### src/caf_pkg.sv
// Purpose: shared constants and types of the addressing and program-flow core
// Assumes: 8-bit data, 15-bit program addresses, synchronous memories with one cycle of read latency
// Notes: the opcode map is local to this core
//
// Overview of operation
// RULE1: indirect operand address comes from B or X
// RULE2: post increment or decrement after the access
// RULE3: immediate byte follows the opcode in program memory
// RULE4: short load of B clears upper nibble
// RULE5: table load reads {upper pc, A}, pc restored
// RULE6: program counter is fifteen bits wide
// RULE7: relative jump spans minus 31 to plus 32
// RULE8: code never holds a relative jump of one
// RULE9: absolute jump keeps upper three pc bits
// RULE10: long jump loads all fifteen pc bits
// RULE11: indexed jump loads table byte into low pc
// RULE12: vector dispatch loads two vector bytes into pc
// RULE13: without jumps execution runs in sequence
// RULE14: false condition skips the next instruction
// RULE15: skipped instruction changes nothing at all
// RULE16: call pushes pc, return pops it back
// RULE17: load and exchange move bytes per mode
// RULE18: add, subtract, inc, dec, decimal correct, carry ops
// RULE19: and, or, xor with accumulator
// RULE20: rotate through carry and nibble swap
// RULE21: set or clear memory bit, clear pending
// RULE22: decrement register byte, skip on zero
// RULE23: relative offset is added to jump's address
`default_nettype none

package caf_pkg;

  ////////////////////////////////////////////////////////////////////////////
  // reset values and fixed addresses
  localparam logic [14:0] RESET_PC = 15'h0000;
  localparam logic [7:0]  RESET_SP = 8'h006F;
  localparam logic [14:0] VEC_BASE = 15'h00E0;
  localparam logic [14:0] PC_LAST  = 15'h7FFF;
  localparam logic [14:0] JP_BIAS  = 15'h001F;
  localparam logic [7:0]  REG_BASE = 8'h00F0;

  ////////////////////////////////////////////////////////////////////////////
  // opcodes and opcode groups
  localparam logic [7:0] OP_SC    = 8'h0001;
  localparam logic [7:0] OP_RC    = 8'h0002;
  localparam logic [7:0] OP_IFC   = 8'h0003;
  localparam logic [7:0] OP_IFNC  = 8'h0004;
  localparam logic [7:0] OP_IFEQ  = 8'h0005;
  localparam logic [7:0] OP_IFNE  = 8'h0006;
  localparam logic [7:0] OP_IFGT  = 8'h0007;
  localparam logic [7:0] OP_LONG_ABSOLUTE_JUMP  = 8'h0090;
  localparam logic [7:0] OP_CALL  = 8'h0091;
  localparam logic [7:0] OP_RET   = 8'h0092;
  localparam logic [7:0] OP_RETSK = 8'h0093;
  localparam logic [7:0] OP_JID   = 8'h0094;
  localparam logic [7:0] OP_VIS   = 8'h0095;
  localparam logic [7:0] OP_TABLE_LOAD_TO_ACC  = 8'h0096;
  localparam logic [7:0] OP_RPND  = 8'h0097;
  localparam logic [3:0] GRP_ACC   = 4'h0;
  localparam logic [3:0] GRP_BIT   = 4'h1;
  localparam logic [3:0] GRP_DECREMENT_SKIP_ON_ZERO  = 4'h2;
  localparam logic [3:0] GRP_IFBNE = 4'h3;
  localparam logic [3:0] GRP_JMP   = 4'h8;
  localparam logic [3:0] GRP_LDBS  = 4'hA;
  localparam logic [1:0] GRP_JP    = 2'h1;
  localparam logic [1:0] GRP_ALU   = 2'h3;

  typedef enum logic [2:0] {
    M_B = 3'h0, M_X = 3'h1, M_BINC = 3'h2, M_BDEC = 3'h3,
    M_XINC = 3'h4, M_XDEC = 3'h5, M_IMM = 3'h6, M_DIR = 3'h7
  } caf_mode_e;

  typedef enum logic [3:0] {
    ALU_ADD = 4'h0, ALU_ADC = 4'h1, ALU_SUBC = 4'h2, ALU_AND = 4'h3,
    ALU_OR = 4'h4, ALU_XOR = 4'h5, ALU_LD = 4'h6, ALU_XCH = 4'h7,
    ALU_INC = 4'h8, ALU_DEC = 4'h9, ALU_DCOR = 4'hA, ALU_CLR = 4'hB,
    ALU_RRC = 4'hC, ALU_RLC = 4'hD, ALU_SWAP = 4'hE, ALU_NOP = 4'hF
  } caf_aluop_e;

  typedef enum logic [3:0] {
    ST_FETCH = 4'h0, ST_FWAIT = 4'h1, ST_DEC = 4'h2, ST_OWAIT = 4'h3,
    ST_OCAP = 4'h4, ST_EXEC = 4'h5, ST_DWAIT = 4'h6, ST_DCAP = 4'h7,
    ST_PUSHHI = 4'h8, ST_POPWAIT = 4'h9, ST_POPCAP = 4'hA, ST_TWAIT = 4'hB,
    ST_TCAP = 4'hC
  } caf_state_e;

  ////////////////////////////////////////////////////////////////////////////
  // carriers
  typedef struct packed {
    logic [14:0] addr;
    logic        re;
  } caf_pmreq_s;

  typedef struct packed {
    logic [7:0] addr;
    logic [7:0] wdata;
    logic       we;
    logic       re;
  } caf_dmreq_s;

  typedef struct packed {
    logic [14:0] pc;
    logic [7:0]  acc;
    logic [7:0]  bReg;
    logic [7:0]  xReg;
    logic [7:0]  sp;
    logic        carry;
    logic        halfCarry;
  } caf_stat_s;

  typedef struct packed {
    logic [7:0] res;
    logic       c;
    logic       hc;
    logic       updC;
    logic       updHc;
  } caf_alures_s;

endpackage

`default_nettype wire

### src/caf_alu.sv
// Purpose: byte arithmetic and logic for the accumulator
// Assumes: carry means no borrow on subtraction
// Notes: purely combinational
`default_nettype none

module caf_alu
  import caf_pkg::*;
(
  input  wire caf_pkg::caf_aluop_e  aluOp,
  input  wire logic [7:0]           a,
  input  wire logic [7:0]           b,
  input  wire logic                 cin,
  input  wire logic                 hcin,
  output var  caf_pkg::caf_alures_s res
);
  logic [8:0] sum9;
  logic [4:0] half5;
  logic [7:0] bx;
  logic [7:0] adj;

  always_comb
  begin
    res = '0;
    res.res = a;
    bx = (aluOp == ALU_SUBC) ? ~b : b;
    sum9 = {1'b0, a} + {1'b0, bx} + {8'h00, cin};
    half5 = {1'b0, a[3:0]} + {1'b0, bx[3:0]} + {4'h0, cin};
    adj = {(cin || a[7:4] > 4'h9) ? 4'h6 : 4'h0, (hcin || a[3:0] > 4'h9) ? 4'h6 : 4'h0};
    case (aluOp)
      ALU_ADD:  res.res = a + b; // RULE18
      ALU_ADC, ALU_SUBC:
      begin
        res.res = sum9[7:0]; // RULE18
        res.c = sum9[8];
        res.hc = half5[4];
        res.updC = 1'b1;
        res.updHc = 1'b1;
      end
      ALU_AND:  res.res = a & b; // RULE19
      ALU_OR:   res.res = a | b; // RULE19
      ALU_XOR:  res.res = a ^ b; // RULE19
      ALU_LD, ALU_XCH: res.res = b; // RULE17
      ALU_INC:  res.res = a + 8'h01; // RULE18
      ALU_DEC:  res.res = a - 8'h01; // RULE18
      ALU_DCOR: res.res = a + adj; // RULE18
      ALU_CLR:  res.res = 8'h00; // RULE18
      ALU_RRC:
      begin
        res.res = {cin, a[7:1]}; // RULE20
        res.c = a[0];
        res.updC = 1'b1;
      end
      ALU_RLC:
      begin
        res.res = {a[6:0], cin}; // RULE20
        res.c = a[7];
        res.updC = 1'b1;
      end
      ALU_SWAP: res.res = {a[3:0], a[7:4]}; // RULE20
      default:  res.res = a;
    endcase
  end

endmodule // caf_alu

`default_nettype wire

### src/caf_core.sv
// Purpose: fetch, operand addressing and program-flow sequencer of the 8-bit core
// Assumes: program and data memories answer one cycle after a read request
// Notes: B, X and SP are held inside the core, not aliased into data memory
`default_nettype none

module caf_core
  import caf_pkg::*;
(
  input  wire logic                clk,
  input  wire logic                reset_n,
  input  wire logic [7:0]          pmRdData,
  input  wire logic [7:0]          dmRdData,
  input  wire logic [3:0]          intVecIdx,
  output var  caf_pkg::caf_pmreq_s pmReq,
  output var  caf_pkg::caf_dmreq_s dmReq,
  output var  logic                swPendClr,
  output var  caf_pkg::caf_stat_s  coreStat
);
  import caf_pkg::*;

  typedef struct packed {
    caf_state_e  st;
    logic [14:0] pc;
    logic [14:0] instrAddr;
    logic [7:0]  op;
    logic [7:0]  b2;
    logic [7:0]  b3;
    logic [1:0]  rem;
    logic [7:0]  hold;
    logic [7:0]  acc;
    logic [7:0]  bReg;
    logic [7:0]  xReg;
    logic [7:0]  sp;
    logic        carry;
    logic        hc;
    logic        skip;
    logic        swPendClr;
    caf_pmreq_s  pm;
    caf_dmreq_s  dm;
  } caf_core_s;

  localparam caf_core_s CORE_RST = '{st: ST_FETCH, pc: RESET_PC, sp: RESET_SP, default: '0};

  caf_core_s   r_r;
  caf_core_s   r_nxt;
  caf_aluop_e  aluSel;
  caf_mode_e   opMode;
  caf_alures_s aluRes;
  logic [7:0]  aluB;
  logic [7:0]  ptrVal;
  logic [14:0] jpTarget;
  logic        doApply;

  ////////////////////////////////////////////////////////////////////////////
  // decode helpers
  function automatic logic isAlu(input logic [7:0] op);
    return op[7:6] == GRP_ALU;
  endfunction

  function automatic logic [1:0] instrLen(input logic [7:0] op);
    if (op == OP_LONG_ABSOLUTE_JUMP || op == OP_CALL)
      return 2'd3;
    if (op[7:4] == GRP_JMP || op == OP_IFEQ || op == OP_IFNE || op == OP_IFGT)
      return 2'd2;
    if (isAlu(op) && (op[2:0] == M_IMM || op[2:0] == M_DIR))
      return 2'd2;
    return 2'd1;
  endfunction

  function automatic logic ptrIsB(input caf_mode_e m);
    return m == M_B || m == M_BINC || m == M_BDEC;
  endfunction

  assign opMode   = caf_mode_e'(r_r.op[2:0]);
  assign ptrVal   = ptrIsB(opMode) ? r_r.bReg : r_r.xReg;
  assign jpTarget = r_r.instrAddr + {9'h000, r_r.op[5:0]} - JP_BIAS; // RULE7 RULE23
  assign aluB     = (r_r.st == ST_DCAP) ? dmRdData : r_r.b2;

  always_comb
  begin
    if (isAlu(r_r.op))
      aluSel = caf_aluop_e'({1'b0, r_r.op[5:3]});
    else if (r_r.op[7:4] == GRP_ACC && r_r.op[3])
      aluSel = caf_aluop_e'({1'b1, r_r.op[2:0]});
    else
      aluSel = ALU_NOP;
  end

  caf_alu u_alu (
    .aluOp (aluSel),
    .a     (r_r.acc),
    .b     (aluB),
    .cin   (r_r.carry),
    .hcin  (r_r.hc),
    .res   (aluRes)
  );

  ////////////////////////////////////////////////////////////////////////////
  // sequencer
  always_comb
  begin
    r_nxt = r_r;
    r_nxt.pm.re = 1'b0;
    r_nxt.dm.re = 1'b0;
    r_nxt.dm.we = 1'b0;
    r_nxt.swPendClr = 1'b0;
    doApply = 1'b0;
    case (r_r.st)
      ST_FETCH:
      begin
        r_nxt.pm.addr = r_r.pc;
        r_nxt.pm.re = 1'b1;
        r_nxt.instrAddr = r_r.pc;
        r_nxt.pc = r_r.pc + 15'h0001; // RULE6 RULE13
        r_nxt.st = ST_FWAIT;
      end
      ST_FWAIT: r_nxt.st = ST_DEC;
      ST_DEC:
      begin
        r_nxt.op = pmRdData;
        r_nxt.rem = instrLen(pmRdData) - 2'd1;
        r_nxt.st = ST_EXEC;
        if (instrLen(pmRdData) != 2'd1)
        begin
          r_nxt.pm.addr = r_r.pc; // RULE3
          r_nxt.pm.re = 1'b1;
          r_nxt.pc = r_r.pc + 15'h0001;
          r_nxt.st = ST_OWAIT;
        end
        else if (r_r.skip)
        begin
          r_nxt.skip = 1'b0; // RULE15
          r_nxt.st = ST_FETCH;
        end
      end
      ST_OWAIT: r_nxt.st = ST_OCAP;
      ST_OCAP:
      begin
        if (r_r.rem == instrLen(r_r.op) - 2'd1)
          r_nxt.b2 = pmRdData; // RULE3
        else
          r_nxt.b3 = pmRdData;
        r_nxt.rem = r_r.rem - 2'd1;
        r_nxt.st = ST_EXEC;
        if (r_r.rem != 2'd1)
        begin
          r_nxt.pm.addr = r_r.pc;
          r_nxt.pm.re = 1'b1;
          r_nxt.pc = r_r.pc + 15'h0001;
          r_nxt.st = ST_OWAIT;
        end
        else if (r_r.skip)
        begin
          r_nxt.skip = 1'b0; // RULE15
          r_nxt.st = ST_FETCH;
        end
      end
      ST_EXEC:
      begin
        r_nxt.st = ST_FETCH;
        if (isAlu(r_r.op))
        begin
          // exchange with an immediate has nothing to write back, so it acts as a load
          if (opMode == M_IMM)
            doApply = 1'b1;
          else
          begin
            r_nxt.dm.addr = (opMode == M_DIR) ? r_r.b2 : ptrVal; // RULE1
            r_nxt.dm.re = 1'b1;
            r_nxt.st = ST_DWAIT;
          end
        end
        else if (r_r.op[7:6] == GRP_JP)
          r_nxt.pc = jpTarget; // RULE7 RULE23
        else if (r_r.op[7:4] == GRP_JMP)
          r_nxt.pc = {r_r.pc[14:12], r_r.op[3:0], r_r.b2}; // RULE9
        else if (r_r.op[7:4] == GRP_LDBS)
          r_nxt.bReg = {4'h0, r_r.op[3:0]}; // RULE4
        else if (r_r.op[7:4] == GRP_IFBNE)
          r_nxt.skip = (r_r.bReg[3:0] == r_r.op[3:0]); // RULE14
        else if (r_r.op[7:4] == GRP_DECREMENT_SKIP_ON_ZERO || r_r.op[7:4] == GRP_BIT)
        begin
          r_nxt.dm.addr = (r_r.op[7:4] == GRP_DECREMENT_SKIP_ON_ZERO) ? {REG_BASE[7:4], r_r.op[3:0]} : r_r.bReg;
          r_nxt.dm.re = 1'b1;
          r_nxt.st = ST_DWAIT;
        end
        else if (r_r.op[7:4] == GRP_ACC && r_r.op[3])
          doApply = 1'b1; // RULE18 RULE20
        else
          case (r_r.op)
            OP_SC:   r_nxt.carry = 1'b1; // RULE18
            OP_RC:   r_nxt.carry = 1'b0; // RULE18
            OP_IFC:  r_nxt.skip = !r_r.carry; // RULE14
            OP_IFNC: r_nxt.skip = r_r.carry; // RULE14
            OP_IFEQ: r_nxt.skip = (r_r.acc != r_r.b2); // RULE14
            OP_IFNE: r_nxt.skip = (r_r.acc == r_r.b2); // RULE14
            OP_IFGT: r_nxt.skip = (r_r.acc <= r_r.b2); // RULE14
            OP_LONG_ABSOLUTE_JUMP: r_nxt.pc = {r_r.b2[6:0], r_r.b3}; // RULE10
            OP_CALL:
            begin
              r_nxt.dm.addr = r_r.sp; // RULE16
              r_nxt.dm.wdata = r_r.pc[7:0];
              r_nxt.dm.we = 1'b1;
              r_nxt.sp = r_r.sp - 8'h01;
              r_nxt.st = ST_PUSHHI;
            end
            OP_RET, OP_RETSK:
            begin
              r_nxt.sp = r_r.sp + 8'h01; // RULE16
              r_nxt.dm.addr = r_r.sp + 8'h01;
              r_nxt.dm.re = 1'b1;
              r_nxt.rem = 2'd0;
              r_nxt.st = ST_POPWAIT;
            end
            OP_JID, OP_TABLE_LOAD_TO_ACC:
            begin
              // the table pointer borrows the upper pc bits; the table read leaves pc alone, though JID then loads the fetched byte into low pc
              r_nxt.pm.addr = {r_r.pc[14:8], r_r.acc}; // RULE5 RULE11
              r_nxt.pm.re = 1'b1;
              r_nxt.st = ST_TWAIT;
            end
            OP_VIS:
            begin
              r_nxt.pm.addr = VEC_BASE + {10'h000, intVecIdx, 1'b0}; // RULE12
              r_nxt.pm.re = 1'b1;
              r_nxt.rem = 2'd0;
              r_nxt.st = ST_TWAIT;
            end
            OP_RPND: r_nxt.swPendClr = 1'b1; // RULE21
            default: r_nxt.st = ST_FETCH;
          endcase
      end
      ST_DWAIT: r_nxt.st = ST_DCAP;
      ST_DCAP:
      begin
        r_nxt.st = ST_FETCH;
        if (isAlu(r_r.op))
        begin
          doApply = 1'b1; // RULE17
          if (aluSel == ALU_XCH)
          begin
            r_nxt.dm.wdata = r_r.acc; // RULE17
            r_nxt.dm.we = 1'b1;
          end
          case (opMode)
            M_BINC:  r_nxt.bReg = r_r.bReg + 8'h01; // RULE2
            M_BDEC:  r_nxt.bReg = r_r.bReg - 8'h01; // RULE2
            M_XINC:  r_nxt.xReg = r_r.xReg + 8'h01; // RULE2
            M_XDEC:  r_nxt.xReg = r_r.xReg - 8'h01; // RULE2
            default: r_nxt.bReg = r_r.bReg;
          endcase
        end
        else if (r_r.op[7:4] == GRP_DECREMENT_SKIP_ON_ZERO)
        begin
          r_nxt.dm.wdata = dmRdData - 8'h01; // RULE22
          r_nxt.dm.we = 1'b1;
          r_nxt.skip = (dmRdData == 8'h01); // RULE22
        end
        else
        begin
          r_nxt.dm.wdata = r_r.op[3] ? dmRdData & ~(8'h01 << r_r.op[2:0])
                                     : dmRdData | (8'h01 << r_r.op[2:0]); // RULE21
          r_nxt.dm.we = 1'b1;
        end
      end
      ST_PUSHHI:
      begin
        r_nxt.dm.addr = r_r.sp; // RULE16
        r_nxt.dm.wdata = {1'b0, r_r.pc[14:8]};
        r_nxt.dm.we = 1'b1;
        r_nxt.sp = r_r.sp - 8'h01;
        r_nxt.pc = {r_r.b2[6:0], r_r.b3};
        r_nxt.st = ST_FETCH;
      end
      ST_POPWAIT: r_nxt.st = ST_POPCAP;
      ST_POPCAP:
      begin
        r_nxt.st = ST_FETCH;
        if (r_r.rem == 2'd0)
        begin
          r_nxt.hold = dmRdData;
          r_nxt.sp = r_r.sp + 8'h01;
          r_nxt.dm.addr = r_r.sp + 8'h01;
          r_nxt.dm.re = 1'b1;
          r_nxt.rem = 2'd1;
          r_nxt.st = ST_POPWAIT;
        end
        else
        begin
          r_nxt.pc = {r_r.hold[6:0], dmRdData}; // RULE16
          r_nxt.skip = (r_r.op == OP_RETSK);
        end
      end
      ST_TWAIT: r_nxt.st = ST_TCAP;
      ST_TCAP:
      begin
        r_nxt.st = ST_FETCH;
        if (r_r.op == OP_TABLE_LOAD_TO_ACC)
          r_nxt.acc = pmRdData; // RULE5
        else if (r_r.op == OP_JID)
          r_nxt.pc = {r_r.pc[14:8], pmRdData}; // RULE11
        else if (r_r.rem == 2'd0)
        begin
          r_nxt.hold = pmRdData;
          r_nxt.pm.addr = r_r.pm.addr + 15'h0001; // RULE12
          r_nxt.pm.re = 1'b1;
          r_nxt.rem = 2'd1;
          r_nxt.st = ST_TWAIT;
        end
        else
          r_nxt.pc = {r_r.hold[6:0], pmRdData}; // RULE12
      end
      default: r_nxt.st = ST_FETCH;
    endcase
    if (doApply)
    begin
      r_nxt.acc = aluRes.res;
      if (aluRes.updC)
        r_nxt.carry = aluRes.c;
      if (aluRes.updHc)
        r_nxt.hc = aluRes.hc;
    end
  end

  always_ff @(posedge clk or negedge reset_n)
  begin
    if (!reset_n)
      r_r <= CORE_RST;
    else
      r_r <= r_nxt;
  end

  assign pmReq     = r_r.pm;
  assign dmReq     = r_r.dm;
  assign swPendClr = r_r.swPendClr;
  assign coreStat  = '{pc: r_r.pc, acc: r_r.acc, bReg: r_r.bReg, xReg: r_r.xReg,
                       sp: r_r.sp, carry: r_r.carry, halfCarry: r_r.hc};
endmodule // caf_core

`default_nettype wire

### config.mk
export PLATFORM = sky130hd
export DESIGN_NAME = caf_core
export DESIGN_NICKNAME = d
export VERILOG_FILES = /design/src/caf_pkg.sv /design/src/caf_alu.sv /design/src/caf_core.sv
export SDC_FILE = /design/constraint.sdc
export NUM_CORES = 1
export LEC_CHECK = 0
export BUFFER_PORTS_ARGS = -buffer_cell sky130_fd_sc_hd__buf_2
export CAP_MARGIN = 20
export CELL_PAD_IN_SITES_DETAIL_PLACEMENT = 1
export CELL_PAD_IN_SITES_GLOBAL_PLACEMENT = 1
export CORE_MARGIN = 2
export CORE_UTILIZATION = 30
export DETAILED_ROUTE_END_ITERATION = 8
export PLACE_DENSITY = 0.6
export SETUP_SLACK_MARGIN = 0.02
export SYNTH_ARGS = -nofsm -noshare
export SYNTH_HDL_FRONTEND = slang
export SYNTH_SLANG_ARGS = --single-unit
### constraint.sdc
create_clock -name clk -period 4.05 [get_ports clk]
set_clock_uncertainty 0.05 [all_clocks]
set_input_delay 0.405 -clock clk [delete_from_list [all_inputs] [get_ports clk]]
set_output_delay 0.405 -clock clk [all_outputs]
set_load 0.005 [all_outputs]
; ---- Word-level counts from Yosys, hierarchy flattened
; Index checks and enable logic that the tools add are counted.
[totals]
word_cells = 411
register_bits = 137
input_bits = 22
out_inout_bits = 84
[op_classes]
n_lt_le_gt_ge = 3
n_reduce_logical = 58
n_eq_ne = 120
bitwise_logic = 8
shift = 1
mux = 174
n_addsub = 23
[ops]
columns = op, count
row1 = 2-to-1 mux 36 bit, 11
row2 = 2-to-1 mux 15 bit, 10
row3 = 2-to-1 mux 8 bit, 17
row4 = 2-to-1 mux 9 bit, 13
row5 = case mux 15 bit (7 select lines), 1
row6 = case mux 8 bit (13 select lines), 1
row7 = 2-to-1 mux 16 bit, 6
row8 = equality test 8 bit (second input constant), 10
row9 = case mux 16 bit (5 select lines), 1
row10 = case mux 8 bit (2 select lines), 5
row11 = 2-to-1 mux 19 bit, 4
row12 = equality test 4 bit (second input constant), 15
row13 = equality test 8 x 3 -> 1 bit (second input constant), 7
row14 = case mux 8 bit (3 select lines), 2
row15 = 2-to-1 mux 1 bit, 46
row16 = 2-to-1 mux 2 bit, 23
row17 = inequality test 3 bit (second input constant), 15
row18 = case mux 4 bit (11 select lines), 1
row19 = inequality test 2 bit (second input constant), 21
row20 = 2-to-1 mux 10 bit, 4
row21 = 2-to-1 mux 4 bit, 10
row22 = subtractor 8 x 1 -> 8 bit (second input constant), 5
row23 = AND reduction 13 bit, 3
row24 = 2-to-1 mux 18 bit, 2
row25 = 70 further kinds, 154

; ---- Logic depth before layout (Yosys ltp)
; Gate-level depths: netlist of run 1.
[depth]
word_depth = 18
depth_mapped = 16
mapped_depth_nobuf = 14

; ---- Modules after synthesis
; A second synthesis of run 1 with hierarchy kept.
[hier_totals]
hier_cells = 1720
area_unflattened_um2 = 13694.4
[modules_own_cells]
columns = mod, area_each_um2, seq_area_each_um2, cells_per_inst, n_inst
row1 = caf_core, 11758.8, 3435.8, 1443, 1
row2 = caf_alu, 1935.6, 0.0, 277, 1

; ---- Least setup slack after synthesis of run 1
; Ideal clock, no wire load.
[synth_timing]
path_kind = register -> register
start = reg r_r[99] (netlist name)
end = reg r_r (netlist bit coreStat[32])
path_slack_ns = 0.446
setup_time_ns = 0.140
required_ns = 3.860
arrival_time_ns = 3.414
synth_period_minus_slack_ns = 3.604
path_buffers = 2
path_stages_with_launch = 14
cell_sequence = dfrtp_1 -> buf_2 -> clkinv_1 -> a32oi_1 -> clkbuf_1 -> a211o_1 -> a21oi_1 -> fa_1 -> a21o_1 -> a21oi_1 -> o21ai_0 -> xor2_1 -> a2111o_1 -> a2bb2oi_1
[synth_via]
elab_chain_len = 11
word_cells_on_any_way = 38
cone_classes = add/sub: 2 / eq/ne: 16 / mux: 13 / reduce/logical: 7
[synth_lines]
columns = element, line_no
row1 = "start, declared", caf_core.sv:44  ; caf_core_s r_r;
row2 = "start signal, assigned", caf_core.sv:330  ; r_r <= r_nxt;
row3 = branches (longest 11 deep; another with adder 8 x 8 -> 9 bit), --
; Several ways; the timed one is not identified.
; A chain may end at the register's enable or synchronous reset.

; ---- Final worst setup path of run 1
[layout_timing]
start = reg r_r[102] (netlist name)
end = reg r_r (netlist bit coreStat[32])
[layout_via]
elab_chain_len = 12
word_cells_on_any_way = 48
cone_classes = add/sub: 2 / eq/ne: 23 / mux: 14 / reduce/logical: 9
[layout_lines]
columns = element
row1 = branches (longest 12 deep; another with adder 8 x 8 -> 9 bit)
; Several ways; the timed one is not identified.

==> impl_summary.log, run 1 <==
INFO  metric status = complete, but fails checks
INFO  metric violations = negative hold slack
INFO  metric timing.critical_path.required = approximately 4.3 ns
INFO  metric path_type_of_the_worst_min_delay_path = input pin to async pin
INFO  metric grt_use_total = 24.8%
INFO  metric synth_compound_gate_area_share = 27.2%
INFO  metric grt_pass1_vias = approximately 13000
INFO  metric clk_pin_slew = about 0.06 ns
INFO  metric power.static_leakage = a little over 0.006 uW
INFO  metric clock_latency = 0.47 ns
INFO  metric port_buffers = 105
INFO  metric die_height = about 210 um
INFO  metric yosysUniqueCellTypes = 92
INFO  metric synth_ff_type = dfrtp_1
INFO  metric final_period_minus_worst_setup_slack = 3.75 ns
INFO  metric timing.final.ws_setup = slightly above 0.3 ns
INFO  metric number_of_antenna_violations_at_the_first_check_in_global_routing = 1
INFO  metric finalSetupViolCount = 0
INFO  metric gr-total-overflow = 0
INFO  metric synth_simple_gate_area_share = about 18%
INFO  metric io_pins = roughly 110
INFO  metric coreArea = ~42000 sq um
INFO  metric syn_inst = 1559
INFO  metric die-area = between 40000 and 50000 sq um
INFO  metric drt-vias-per-instance = 5.97
INFO  metric dieWidth = 211 um
INFO  metric seq_area_frac_synth = approximately 27%
INFO  metric final_min_period_over_clock_period = between 90% and 100%
INFO  metric tritoncts_num_sinks = 137
INFO  metric global_route_wire_length_before_repair = 82.9 mm
INFO  metric grt_max_degree = 90
INFO  metric synthesis.nets = 1664
INFO  metric timing.hold.ws = -0.0224 ns
INFO  metric drt_iter0_drc = 1253
INFO  metric end_kind = flip-flop
INFO  metric gpl.final_weighted_congestion = roughly 0.9
INFO  metric fin_cells = between 2000 and 2500
INFO  metric synthArstFlopShare = 100%
INFO  metric synth_top_family_by_area = compound AO/OA/AOI/OAI gates
INFO  metric synth.area.mux_share = 4.95%
INFO  metric post_synth_instance_area = 12800 sq um
INFO  metric fin_nets = roughly 1700
INFO  metric cts_buffers = 17
INFO  metric fin_hold_viols = 3
INFO  metric timing.critical_path.arrival = around 4 ns
INFO  metric design_power = between 10000 and 15000 uW
INFO  metric initial_utilization = a little under a third
INFO  metric synth_xor_xnor_area_share = roughly 4.6%
INFO  metric synth_area_per_cell = about 8 sq um
INFO  metric number_of_placement_rows = 75
INFO  metric insertedDiodeCount = 0
INFO  metric setup_tns = 0 ns
INFO  metric synthesis.yosys.warnings = 0
INFO  metric layout-drive-gt1-share = around 17%
INFO  metric dp.cells = roughly 2100
INFO  metric n_fill_cell = between 5000 and 6000
INFO  metric routed_wire_length_per_instance = around 26 um
INFO  metric timing.reg2reg.setup_slack = between 0.3 and 0.4 ns
INFO  metric synth_adder_area_share = under 10%
INFO  metric cts_hold_buf = 0
INFO  metric detail_route.wirelength = 55.0 mm
INFO  metric detailedRoute.firstPassIterationCount = 8
INFO  metric syn_to_final_growth = 9.77%
INFO  metric layout.cells.most_common_list = nand2_1, dfrtp_1, o21ai_0, buf_2, nor2_1
INFO  metric timing.final.max_slew_violations = 0
INFO  metric synth-edff-count = 0
INFO  metric maxSlewHeadroom = between 30% and 40%
INFO  metric via_count = between 10000 and 15000
INFO  metric rsz0062_at_grt = no
INFO  metric tritoncts = yes
INFO  metric synth-seq-cells = about 140
INFO  metric post-route-drc-count = 0
INFO  metric tightest_slew = 0.996 ns
INFO  metric critical_path.startpoint_type = flip-flop
INFO  metric dp_hpwl = about 40 mm
INFO  metric timing.fmax = about 0.27 GHz
INFO  metric timing.setup.critical_path_class = flip-flop to flip-flop
INFO  metric cts_max_path_buffers = 2
INFO  metric post_placement_setup_slack = ~0.4 ns
INFO  metric drv.max_cap_violation_count = 0
INFO  metric crit_fanout = 8
INFO  metric ir_worst_vdd = 0.000333 V
INFO  metric h-tree-depth = 4
INFO  metric final_antenna_net_count = 0
INFO  metric cts-root-buf = clkbuf_16
INFO  metric power.density = roughly 900 nW/um^2
-- through the flow --
step | cell area [sq um] | utilization, % | hold WS, ns
4_1_cts | 14000 | 33.4 | 0.0356
2_1_floorplan | 12800 | - | 0.0594
6_report | 14100 | 33.4 | -0.0224
5_1_grt | 14100 | 33.4 | 0.0558
3_3_place_gp | 13500 | 32.0 | 0.415
3_5_place_dp | 13500 | 32.0 | 0.429
-- synthesized netlist by cell type (19+ instances only) --
cell type	instances	area share, %
o22ai_1	26	1.3
nor3_1	56	2.2
clkbuf_1	57	1.7
buf_2	24	0.94
inv_1	70	2.1
nor2_1	97	2.8
mux2i_1	33	2.6
xnor2_1	36	2.5
dfrtp_1	131	26
a21o_1	27	1.6
ha_1	77	7.5
o21ai_0	123	4.8
buf_4	86	5.0
nand3_1	33	1.3
a31oi_1	19	0.93
a21oi_1	94	3.7
xor2_1	31	2.1
nand2_1	131	3.8
mux2_2	27	2.4
a221oi_1	25	1.7
-- state kept, by name, summed over array words and instances (netlist names) --
signal,count
coreStat,49
pmReq,16
opMode,3
r_r,50
swPendClr,1
dmReq,18
-- metal layers --
metal,vias to the layer above,global-route usage (%),wire length [um]
li1,5722,-,-
met1,6409,35.4,25600
met2,452,38.5,24800
met3,79,3.26,3290
met4,2,8.52,1390
met5,-,0,13
-- area by class of cell --
class | count | area [sq um] | share of cell area, %
multi-input combinational | 1169 | 8060 | 57.3
sequential | 137 | 3440 | 24.4
clock buffer | 20 | 447 | 3.18
clock inverter | 12 | 136 | 0.970
inverter | 73 | 274 | 1.95
timing repair buffer | 171 | 1030 | 7.33
tap | 539 | 674 | 4.80
-- logic make-up after synthesis --
logic type | after synthesis
adders and majority gates | 83
muxes | 60
buffers and inverters | 253
DFF | 137
xor gates and xnor gates | 67
and+or+nand+nor | 450
AOI/OAI and AO/OA | 509
-- timing repair --
| action | 4_1_cts | 5_1_grt |
|---|---|---|
| setup buffers | 0 | 0 |
| gates resized for setup | 0 | 2 |
| hold endpoints to repair | 0 | 0 |
| setup endpoints to repair | 0 | 1 |
-- worst paths after layout --
kind | to | start | depth (start not counted)
max reg2reg | coreStat[32]$_DFFE_PN0P_ | r_r[102]$_DFFE_PN0P_ | 12
max in group asynchronous | coreStat[8]$_DFFE_PN1P_ | reset_n | 2
min in group clk | pmReq[3]$_DFFE_PN0P_ | intVecIdx[1] | 3
min | r_r[94]$_DFFE_PN0P_ | reset_n | 1
max | coreStat[32]$_DFFE_PN0P_ | r_r[102]$_DFFE_PN0P_ | 12
min reg2reg | dmReq[16]$_DFFE_PN0P_ | dmReq[16]$_DFFE_PN0P_ | 2
-- report_power, final --
| group | leakage (uW) | internal (uW) | switching (uW) |
|---|---|---|---|
| registers | 0.00165 | 1990 | 1150 |
| clock network | 0.000278 | 928 | 703 |
| logic | 0.00411 | 3230 | 4870 |
| total | 0.00604 | 6150 | 6720 |
-- critical path, cell delays in order (launching register included) --
cell,delay (ns)
dfrtp_1,0.46
or3_1,0.54
nor4_1,0.32
buf_4,0.21
o21ai_0,0.09
ha_1,0.24
fa_1,0.41
a21o_1,0.18
a21oi_1,0.21
o21ai_0,0.15
xor2_1,0.17
a2111o_1,0.42
a2bb2oi_1,0.15
Note: power is estimated with default switching activity, not from simulation.
==> run 2, diff against run 1 <==
ABC_AREA = 1   (was default)
PLACE_DENSITY = 0.62   (was 0.6)
==> impl_summary.log, run 2 <==
INFO  metric design_power = 12900 uW (+0.28%)
INFO  metric dp.cells = 2607 (+25%)
INFO  metric tritoncts_num_sinks = 137 (unchanged)
INFO  metric switching_share = 56.4% (+4.1 points)
INFO  metric fin_hold_viols = 0 (-3)
INFO  metric detail_route.wirelength = 63.4 mm (+15%)
INFO  metric placed_cell_area = 14100 sq um (+4.5%)
INFO  metric layout-drive-gt1-share = 13.0% (-4.0 points)
INFO  metric drt_iter0_drc = 1235 (-1.4%)
INFO  metric yosysUniqueCellTypes = 54 (-41%)
INFO  metric coreArea = 44100 sq um (+5.0%)
INFO  metric die-area = 46400 sq um (+4.6%)
INFO  metric syn_to_final_growth = 9.65%
INFO  metric ctsResizeCount = 0 (unchanged)
INFO  metric net-switching-power = 7280 uW (+8.2%)
INFO  metric setup_tns = 0 ns (unchanged)
INFO  metric grt_use_total = 27.4% (+2.6 points)
INFO  metric cts-root-buf = clkbuf_16
INFO  metric status = finished clean
INFO  metric power.static_leakage = 0.00729 uW (+21%)
INFO  metric cts_buffers = 17 (unchanged)
INFO  metric number_of_placement_rows = 77 (+2.7%)
INFO  metric max_flop_register = r_r
INFO  metric post-route-drc-count = 0 (unchanged)
INFO  metric most_numerous_cell_in_the_yosys_netlist = nand2_1
INFO  metric power.density = 878 nW/um^2 (-4.1%)
INFO  metric dp_hpwl = 50.6 mm (+24%)
INFO  metric largest_register_ffs = 50 (unchanged)
INFO  metric comb_power_share = 64.3% (+1.4 points)
INFO  metric rsz0062_at_grt = no
INFO  metric via_count = 14400 (+14%)
INFO  metric final_min_period_over_clock_period = 87.4% (-5.2 points)
INFO  metric synthesis.yosys.warnings = 0 (unchanged)
INFO  metric synth_area_per_cell = 6.67 sq um (-19%)
INFO  metric number_of_antenna_violations_at_the_first_check_in_global_routing = 0 (-1)
INFO  metric post-synth-top-area-fraction = 24.4% (-1.2 points)
INFO  metric h-tree-depth = 4 (unchanged)
INFO  metric drv.max_cap_violation_count = 0 (unchanged)
INFO  metric p_int = 5630 uW (-8.4%)
INFO  metric die_height = 215 um (+2.3%)
INFO  metric seqPwrFrac = 21.9% (-2.5 points)
INFO  metric routed_wire_length_per_instance = 24.0 um (-7.5%)
INFO  metric gr-total-overflow = 0 (unchanged)
INFO  metric finalSetupViolCount = 0 (unchanged)
INFO  metric fin_nets = 2140 (+28%)
INFO  metric yosysTopAreaCell = dfrtp_1
INFO  metric grt_max_degree = 81 (-10%)
INFO  metric layout.cells.most_common_list = nand2_1, inv_1, o21ai_0, nand3_1, nor2_1
INFO  metric initial_utilization = 30.4% (-0.069 points)
INFO  metric clk_pin_slew = 0.08 ns (+0.02 ns)
INFO  metric global_route_wire_length_before_repair = 95.1 mm (+15%)
INFO  metric timing.fmax = 0.283 GHz (+5.9%)
INFO  metric tightest_slew = 0.868 ns (-0.127 ns)
INFO  metric maxSlewHeadroom = 42.1% (+8.9 points)
INFO  metric ir_worst_vdd = 0.000338 V (+1.3%)
INFO  metric cts_hold_buf = 1 (+1)
INFO  metric dieWidth = 215 um (+2.3%)
INFO  metric detailedRoute.firstPassIterationCount = 5 (-3)
INFO  metric synth_ff_type = dfrtp_1
INFO  metric most_common_library_cell_in_the_layout_ignoring_fill_and_taps = nand2_1
INFO  metric clock_latency = 0.50 ns (+0.03 ns)
INFO  metric n_fill_cell = 5721 (+12%)
INFO  metric cts_post_setup_buffers_inserted = 0 (unchanged)
INFO  metric drt-vias-per-instance = 5.46 (-8.6%)
INFO  metric timing.final.max_slew_violations = 0 (unchanged)
INFO  metric ranking_of_synthesized_cells_by_instance_count = nand2_1, inv_1, o21ai_0
INFO  metric critical_path.startpoint_type = flip-flop
INFO  metric synthArstFlopShare = 100% (unchanged)
INFO  metric cts_max_path_buffers = 2 (unchanged)
INFO  metric end_kind = flip-flop
INFO  metric timing.critical_path.arrival = 3.89 ns (-0.12 ns)
INFO  metric path_type_of_the_worst_min_delay_path = input pin to flip-flop
INFO  metric synth-edff-count = 0 (unchanged)
INFO  metric crit_fanout = 24 (+16)
INFO  metric fin_cells = 2642 (+25%)
INFO  metric synth_top_cells_by_area = dfrtp_1, nand2_1, ha_1, o21ai_0, inv_1
INFO  metric final_antenna_net_count = 0 (unchanged)
INFO  metric grt_pass1_vias = 14600 (+16%)
INFO  metric seq_area_frac_synth = 25.6% (-1.2 points)
INFO  metric synthesis.nets = 2117 (+27%)
INFO  metric gpl.final_weighted_congestion = 0.965 (+6.1%)
INFO  metric tritoncts = yes
INFO  metric clock_power_share = 13.8% (+1.1 points)
INFO  metric timing.setup.critical_path_class = flip-flop to flip-flop
INFO  metric design_area = 14700 sq um (+4.6%)
INFO  metric port_buffers = 105 (unchanged)
INFO  metric final_period_minus_worst_setup_slack = 3.54 ns (-0.210 ns)
INFO  metric timing.critical_path.required = 4.40 ns (+0.08 ns)
INFO  metric syn_inst = 2012 (+29%)
INFO  metric synth-seq-cells = 137 (unchanged)
INFO  metric post_synth_instance_area = 13400 sq um (+4.7%)
INFO  metric io_pins = 106 (unchanged)
## run 2: cell count changes after synthesis, moves of 28 or more
cell      change
nor2_1       +40
o21ai_0      +58
clkbuf_1     -28
nand2_1     +344
mux2i_1      -33
nand4_1      +46
nand3_1     +114
inv_1       +157
## run 2: final cells by class
class / count / area, sq um / share of cell area [%]
clock inverters: 12 / 175 / 1.19
diodes: 2 / 5.00 / 0.0340
clock buffers: 20 / 447 / 3.04
inverters: 250 / 943 / 6.42
repair buffers: 141 / 817 / 5.56
multi-input cells: 1488 / 8140 / 55.4
well taps: 592 / 741 / 5.04
flip-flops and latches: 137 / 3440 / 23.4
## run 2: critical path, cell delays in order, from the launching register on
cell and delay (ns):
dfrtp_1 0.42, nor2_2 0.28, nand2_2 0.42, o21ai_0 0.57, inv_1 0.15, xor2_1 0.22
fa_1 0.47, nand4_1 0.11, nand3_1 0.08, or2_2 0.28, nand3_1 0.10, nand3_1 0.09
o21ai_1 0.12, nand2_1 0.06
## run 2: worst paths after layout
path                                       start                       end  slack [ns]  cells past startpoint
max in group asynchronous                reset_n   coreStat[7]$_DFFE_PN1P_        2.57                      3
setup reg to reg              r_r[137]$_DFF_PN0_  coreStat[32]$_DFFE_PN0P_        0.51                     13
hold reg to reg            dmReq[11]$_DFFE_PN0P_     dmReq[11]$_DFFE_PN0P_        0.43                      2
min in group asynchronous                reset_n      r_r[115]$_DFFE_PN0P_        0.49                      2
hold / removal                       pmRdData[2]       r_r[90]$_DFFE_PN0P_        0.12                      3
setup / recovery              r_r[137]$_DFF_PN0_  coreStat[32]$_DFFE_PN0P_        0.51                     13
## run 2: cell families after synthesis
kind of cell    share of synthesized area (%)
simple gates                             31.3
compound gates                           17.8
buf+inv                                  13.7
flops                                    25.6
fa+ha+maj                                8.08
xor+xnor                                 3.59
## run 2: through the flow
step	util, %	setup slack [ns]	hold WS, ns
after floorplan	-	1.00	0.0594
after global placement	31.9	0.641	0.422
after detailed placement	31.9	0.576	0.423
after CTS	33.3	0.560	0.111
after global routing	33.3	0.262	0.143
final	33.3	0.512	0.124
## run 2: per-layer routing
layer	track usage (%)	vias to the layer above	part of all wire, %
li1	-	6669	-
met1	36.3	7170	45
met2	44.5	468	46
met3	4.26	113	5.1
met4	11.5	0	4.1
met5	0	-	0
## run 2: power by group through the flow
stage	sequential (uW)	combinational [uW]	clock, uW
after floorplan	2400	5790	0
after global placement	2810	7970	0
after detailed placement	2830	8140	0
after CTS	2810	8190	1820
after global routing	2880	9170	1860
final	2830	8290	1780
==> run 3, diff against run 2 <==
BUFFER_PORTS_ARGS = -buffer_cell sky130_fd_sc_hd__buf_4   (was -buffer_cell sky130_fd_sc_hd__buf_2)
==> impl_summary.log, run 3 (synthesized netlist as in run 2, its figures left out) <==
INFO  metric drt-vias-per-instance = 5.43 (-0.46%)
INFO  metric setup_tns = 0 ns (unchanged)
INFO  metric cts-root-buf = clkbuf_16
INFO  metric hold_depth = 3 (unchanged)
INFO  metric switching_share = 56.4% (+0.071 points)
INFO  metric die_height = 215 um (unchanged)
INFO  metric grt.met3_usage = 4.52% (+0.27 points)
INFO  metric tritoncts_num_sinks = 137 (unchanged)
INFO  metric cts_buffers = 17 (unchanged)
INFO  metric layout-drive-gt1-share = 13.1% (+0.049 points)
INFO  metric dieWidth = 215 um (unchanged)
INFO  metric comb_power_share = 65.1% (+0.8 points)
INFO  metric multiInputGateArea = 8140 sq um (unchanged)
INFO  metric drv.max_cap_violation_count = 0 (unchanged)
INFO  metric timing.setup.critical_path_class = flip-flop to flip-flop
INFO  metric grt_use_total = 27.6% (+0.22 points)
INFO  metric clock_latency = 0.49 ns (about the same)
INFO  metric net-switching-power = 7280 uW (about the same)
INFO  metric insertedDiodeCount = 0 (-2)
INFO  metric reg2reg_path_depth = 17 (+4)
INFO  metric timing.fmax = 0.284 GHz (+0.47%)
INFO  metric power.density = 865 nW/um^2 (-1.4%)
INFO  metric gpl.final_weighted_congestion = 1.01 (+4.5%)
INFO  metric status = finished clean
INFO  metric path_type_of_the_worst_min_delay_path = input pin to flip-flop
INFO  metric timing.critical_path.required = 4.39 ns (about the same)
INFO  metric final_util = 33.8% (+0.46 points)
INFO  metric global_route_wire_length_before_repair = 95.5 mm (+0.37%)
INFO  metric final_min_period_over_clock_period = 87.0% (-0.40 points)
INFO  metric final_antenna_net_count = 0 (unchanged)
INFO  metric dp_hpwl = 51.1 mm (+0.94%)
INFO  metric gr-total-overflow = 0 (unchanged)
INFO  metric cts_post_setup_buffers_inserted = 0 (unchanged)
INFO  metric global_route.peak_usage_layer = met2
INFO  metric cts_max_path_buffers = 2 (unchanged)
INFO  metric cts_hold_buf = 1 (unchanged)
INFO  metric io_pins = 106 (unchanged)
INFO  metric end_kind = flip-flop
INFO  metric layout.cells.most_common_list = nand2_1, inv_1, o21ai_0, nand3_1, buf_4
INFO  metric fin_hold_viols = 0 (unchanged)
INFO  metric tightest_slew = 0.843 ns (-0.0256 ns)
INFO  metric die-area = 46400 sq um (unchanged)
INFO  metric number_of_antenna_violations_at_the_first_check_in_global_routing = 1 (+1)
INFO  metric fin_nets = 2140 (unchanged)
INFO  metric p_int = 5620 uW (-0.23%)
INFO  metric detail_route.wirelength = 63.5 mm (+0.15%)
INFO  metric port_buffers = 105 (unchanged)
INFO  metric most_common_library_cell_in_the_layout_ignoring_fill_and_taps = nand2_1
INFO  metric critical_path.startpoint_type = flip-flop
INFO  metric ctsResizeCount = 0 (unchanged)
INFO  metric crit_fanout = 10 (-58%)
INFO  metric maxSlewHeadroom = 43.8% (+1.7 points)
INFO  metric routed_wire_length_per_instance = 24.0 um (+0.22%)
INFO  metric largest_register_ffs = 50 (unchanged)
INFO  metric grt_max_degree = 78 (-3.7%)
INFO  metric h-tree-depth = 4 (unchanged)
INFO  metric timing.final.max_slew_violations = 0 (unchanged)
INFO  metric power.static_leakage = 0.00732 uW (+0.37%)
INFO  metric rsz0062_at_grt = no
INFO  metric initial_utilization = 30.4% (unchanged)
INFO  metric seqPwrFrac = 22.3% (+0.4 points)
INFO  metric groute.layer.met1.usage = 35.6% (-0.64 points)
INFO  metric final_period_minus_worst_setup_slack = 3.52 ns (-0.0164 ns)
INFO  metric drt_iter0_drc = 1036 (-16%)
INFO  metric n_fill_cell = 5711 (-0.17%)
INFO  metric grt_pass1_vias = 14700 (+0.54%)
INFO  metric post-route-drc-count = 0 (unchanged)
INFO  metric via_count = 14300 (-0.53%)
INFO  metric syn_to_final_growth = 11.2%
INFO  metric detailedRoute.firstPassIterationCount = 5 (unchanged)
INFO  metric timing.hold.ws = 0.107 ns (-0.0169 ns)
INFO  metric grt.met2_usage = 45.2% (+0.71 points)
INFO  metric finalSetupViolCount = 0 (unchanged)
INFO  metric tritoncts = yes
INFO  metric clk_pin_slew = 0.07 ns (about the same)
INFO  metric clock_power_share = 12.6% (-1.2 points)
INFO  metric coreArea = 44100 sq um (unchanged)
INFO  metric timing.critical_path.arrival = 3.86 ns (-0.03 ns)
INFO  metric max_flop_register = r_r
INFO  metric number_of_placement_rows = 77 (unchanged)
INFO  metric ir_worst_vdd = 0.000402 V (+19%)
INFO  metric storage_cell_area = 3440 sq um (unchanged)
run 3: cell count changes in the layout (fill, tap and decap cells not counted), sizes merged:
cell / previous run / this run
diode: 2 / 0
clkinvlp: 3 / 5
inv: 245 / 249
bufinv: 4 / 1
clkinv: 10 / 7
run 3: metrics by stage:
stage                     setup WS (ns)  cells  power (uW)  cell area, sq um
after global placement            0.613   2607       11000             14300
final                             0.528   2640       12900             14900
after CTS                         0.509   2640       12900             14900
after detailed placement          0.508   2607       11200             14300
after floorplan                    1.00   2012        8200             13400
after global routing              0.176   2640       14000             14900
run 3: final cells by class:
class	count	area share [%]
clock inverter	12	0.772
timing repair buffer	141	7.23
clock buffer	20	3.06
inverter	250	6.33
multi-input combinational	1488	54.6
tap	592	4.97
sequential	137	23.0
run 3: critical path, cell delays in order, from the launching register on:
cell and delay, ns:
dfrtp_1 0.51, nor2_4 0.25, nand3_4 0.20, nor2_2 0.19, nor2_4 0.10, nor2_4 0.19, nand2_4 0.15, xor2_1 0.21
fa_1 0.19, inv_1 0.07, fa_1 0.43, nand4_1 0.12, nand3_1 0.11, or2_2 0.29, nand3_1 0.09, nand3_1 0.08
o21ai_1 0.13, nand2_1 0.06
run 3: path summary, 6_finish.rpt:
check	start	end	slack (ns)
worst max-delay path	r_r[103]$_DFFE_PN0P_	coreStat[32]$_DFFE_PN0P_	0.53
worst min-delay path	pmRdData[2]	r_r[90]$_DFFE_PN0P_	0.11
worst max register to register	r_r[103]$_DFFE_PN0P_	coreStat[32]$_DFFE_PN0P_	0.53
worst min register to register	r_r[80]$_DFFE_PN0P_	r_r[80]$_DFFE_PN0P_	0.45
max in group asynchronous	reset_n	coreStat[4]$_DFFE_PN1P_	2.60
min in group asynchronous	reset_n	coreStat[40]$_DFFE_PN0P_	0.42
run 3: power by group through the flow:
stage	registers, uW	clock network [uW]	logic [uW]
after floorplan	2400	0	5790
after global placement	2860	0	8160
after detailed placement	2870	0	8290
after CTS	2860	1660	8340
after global routing	2930	1700	9340
final	2870	1630	8400
run 3: metal layers:
layer / wire [um] / share of wire, % / vias to the layer above
met5: 14 / 0.022 / -
met4: 2670 / 4.2 / 2
met3: 2940 / 4.6 / 125
met2: 29600 / 47 / 413
met1: 28300 / 45 / 7124
li1: - / - / 6679
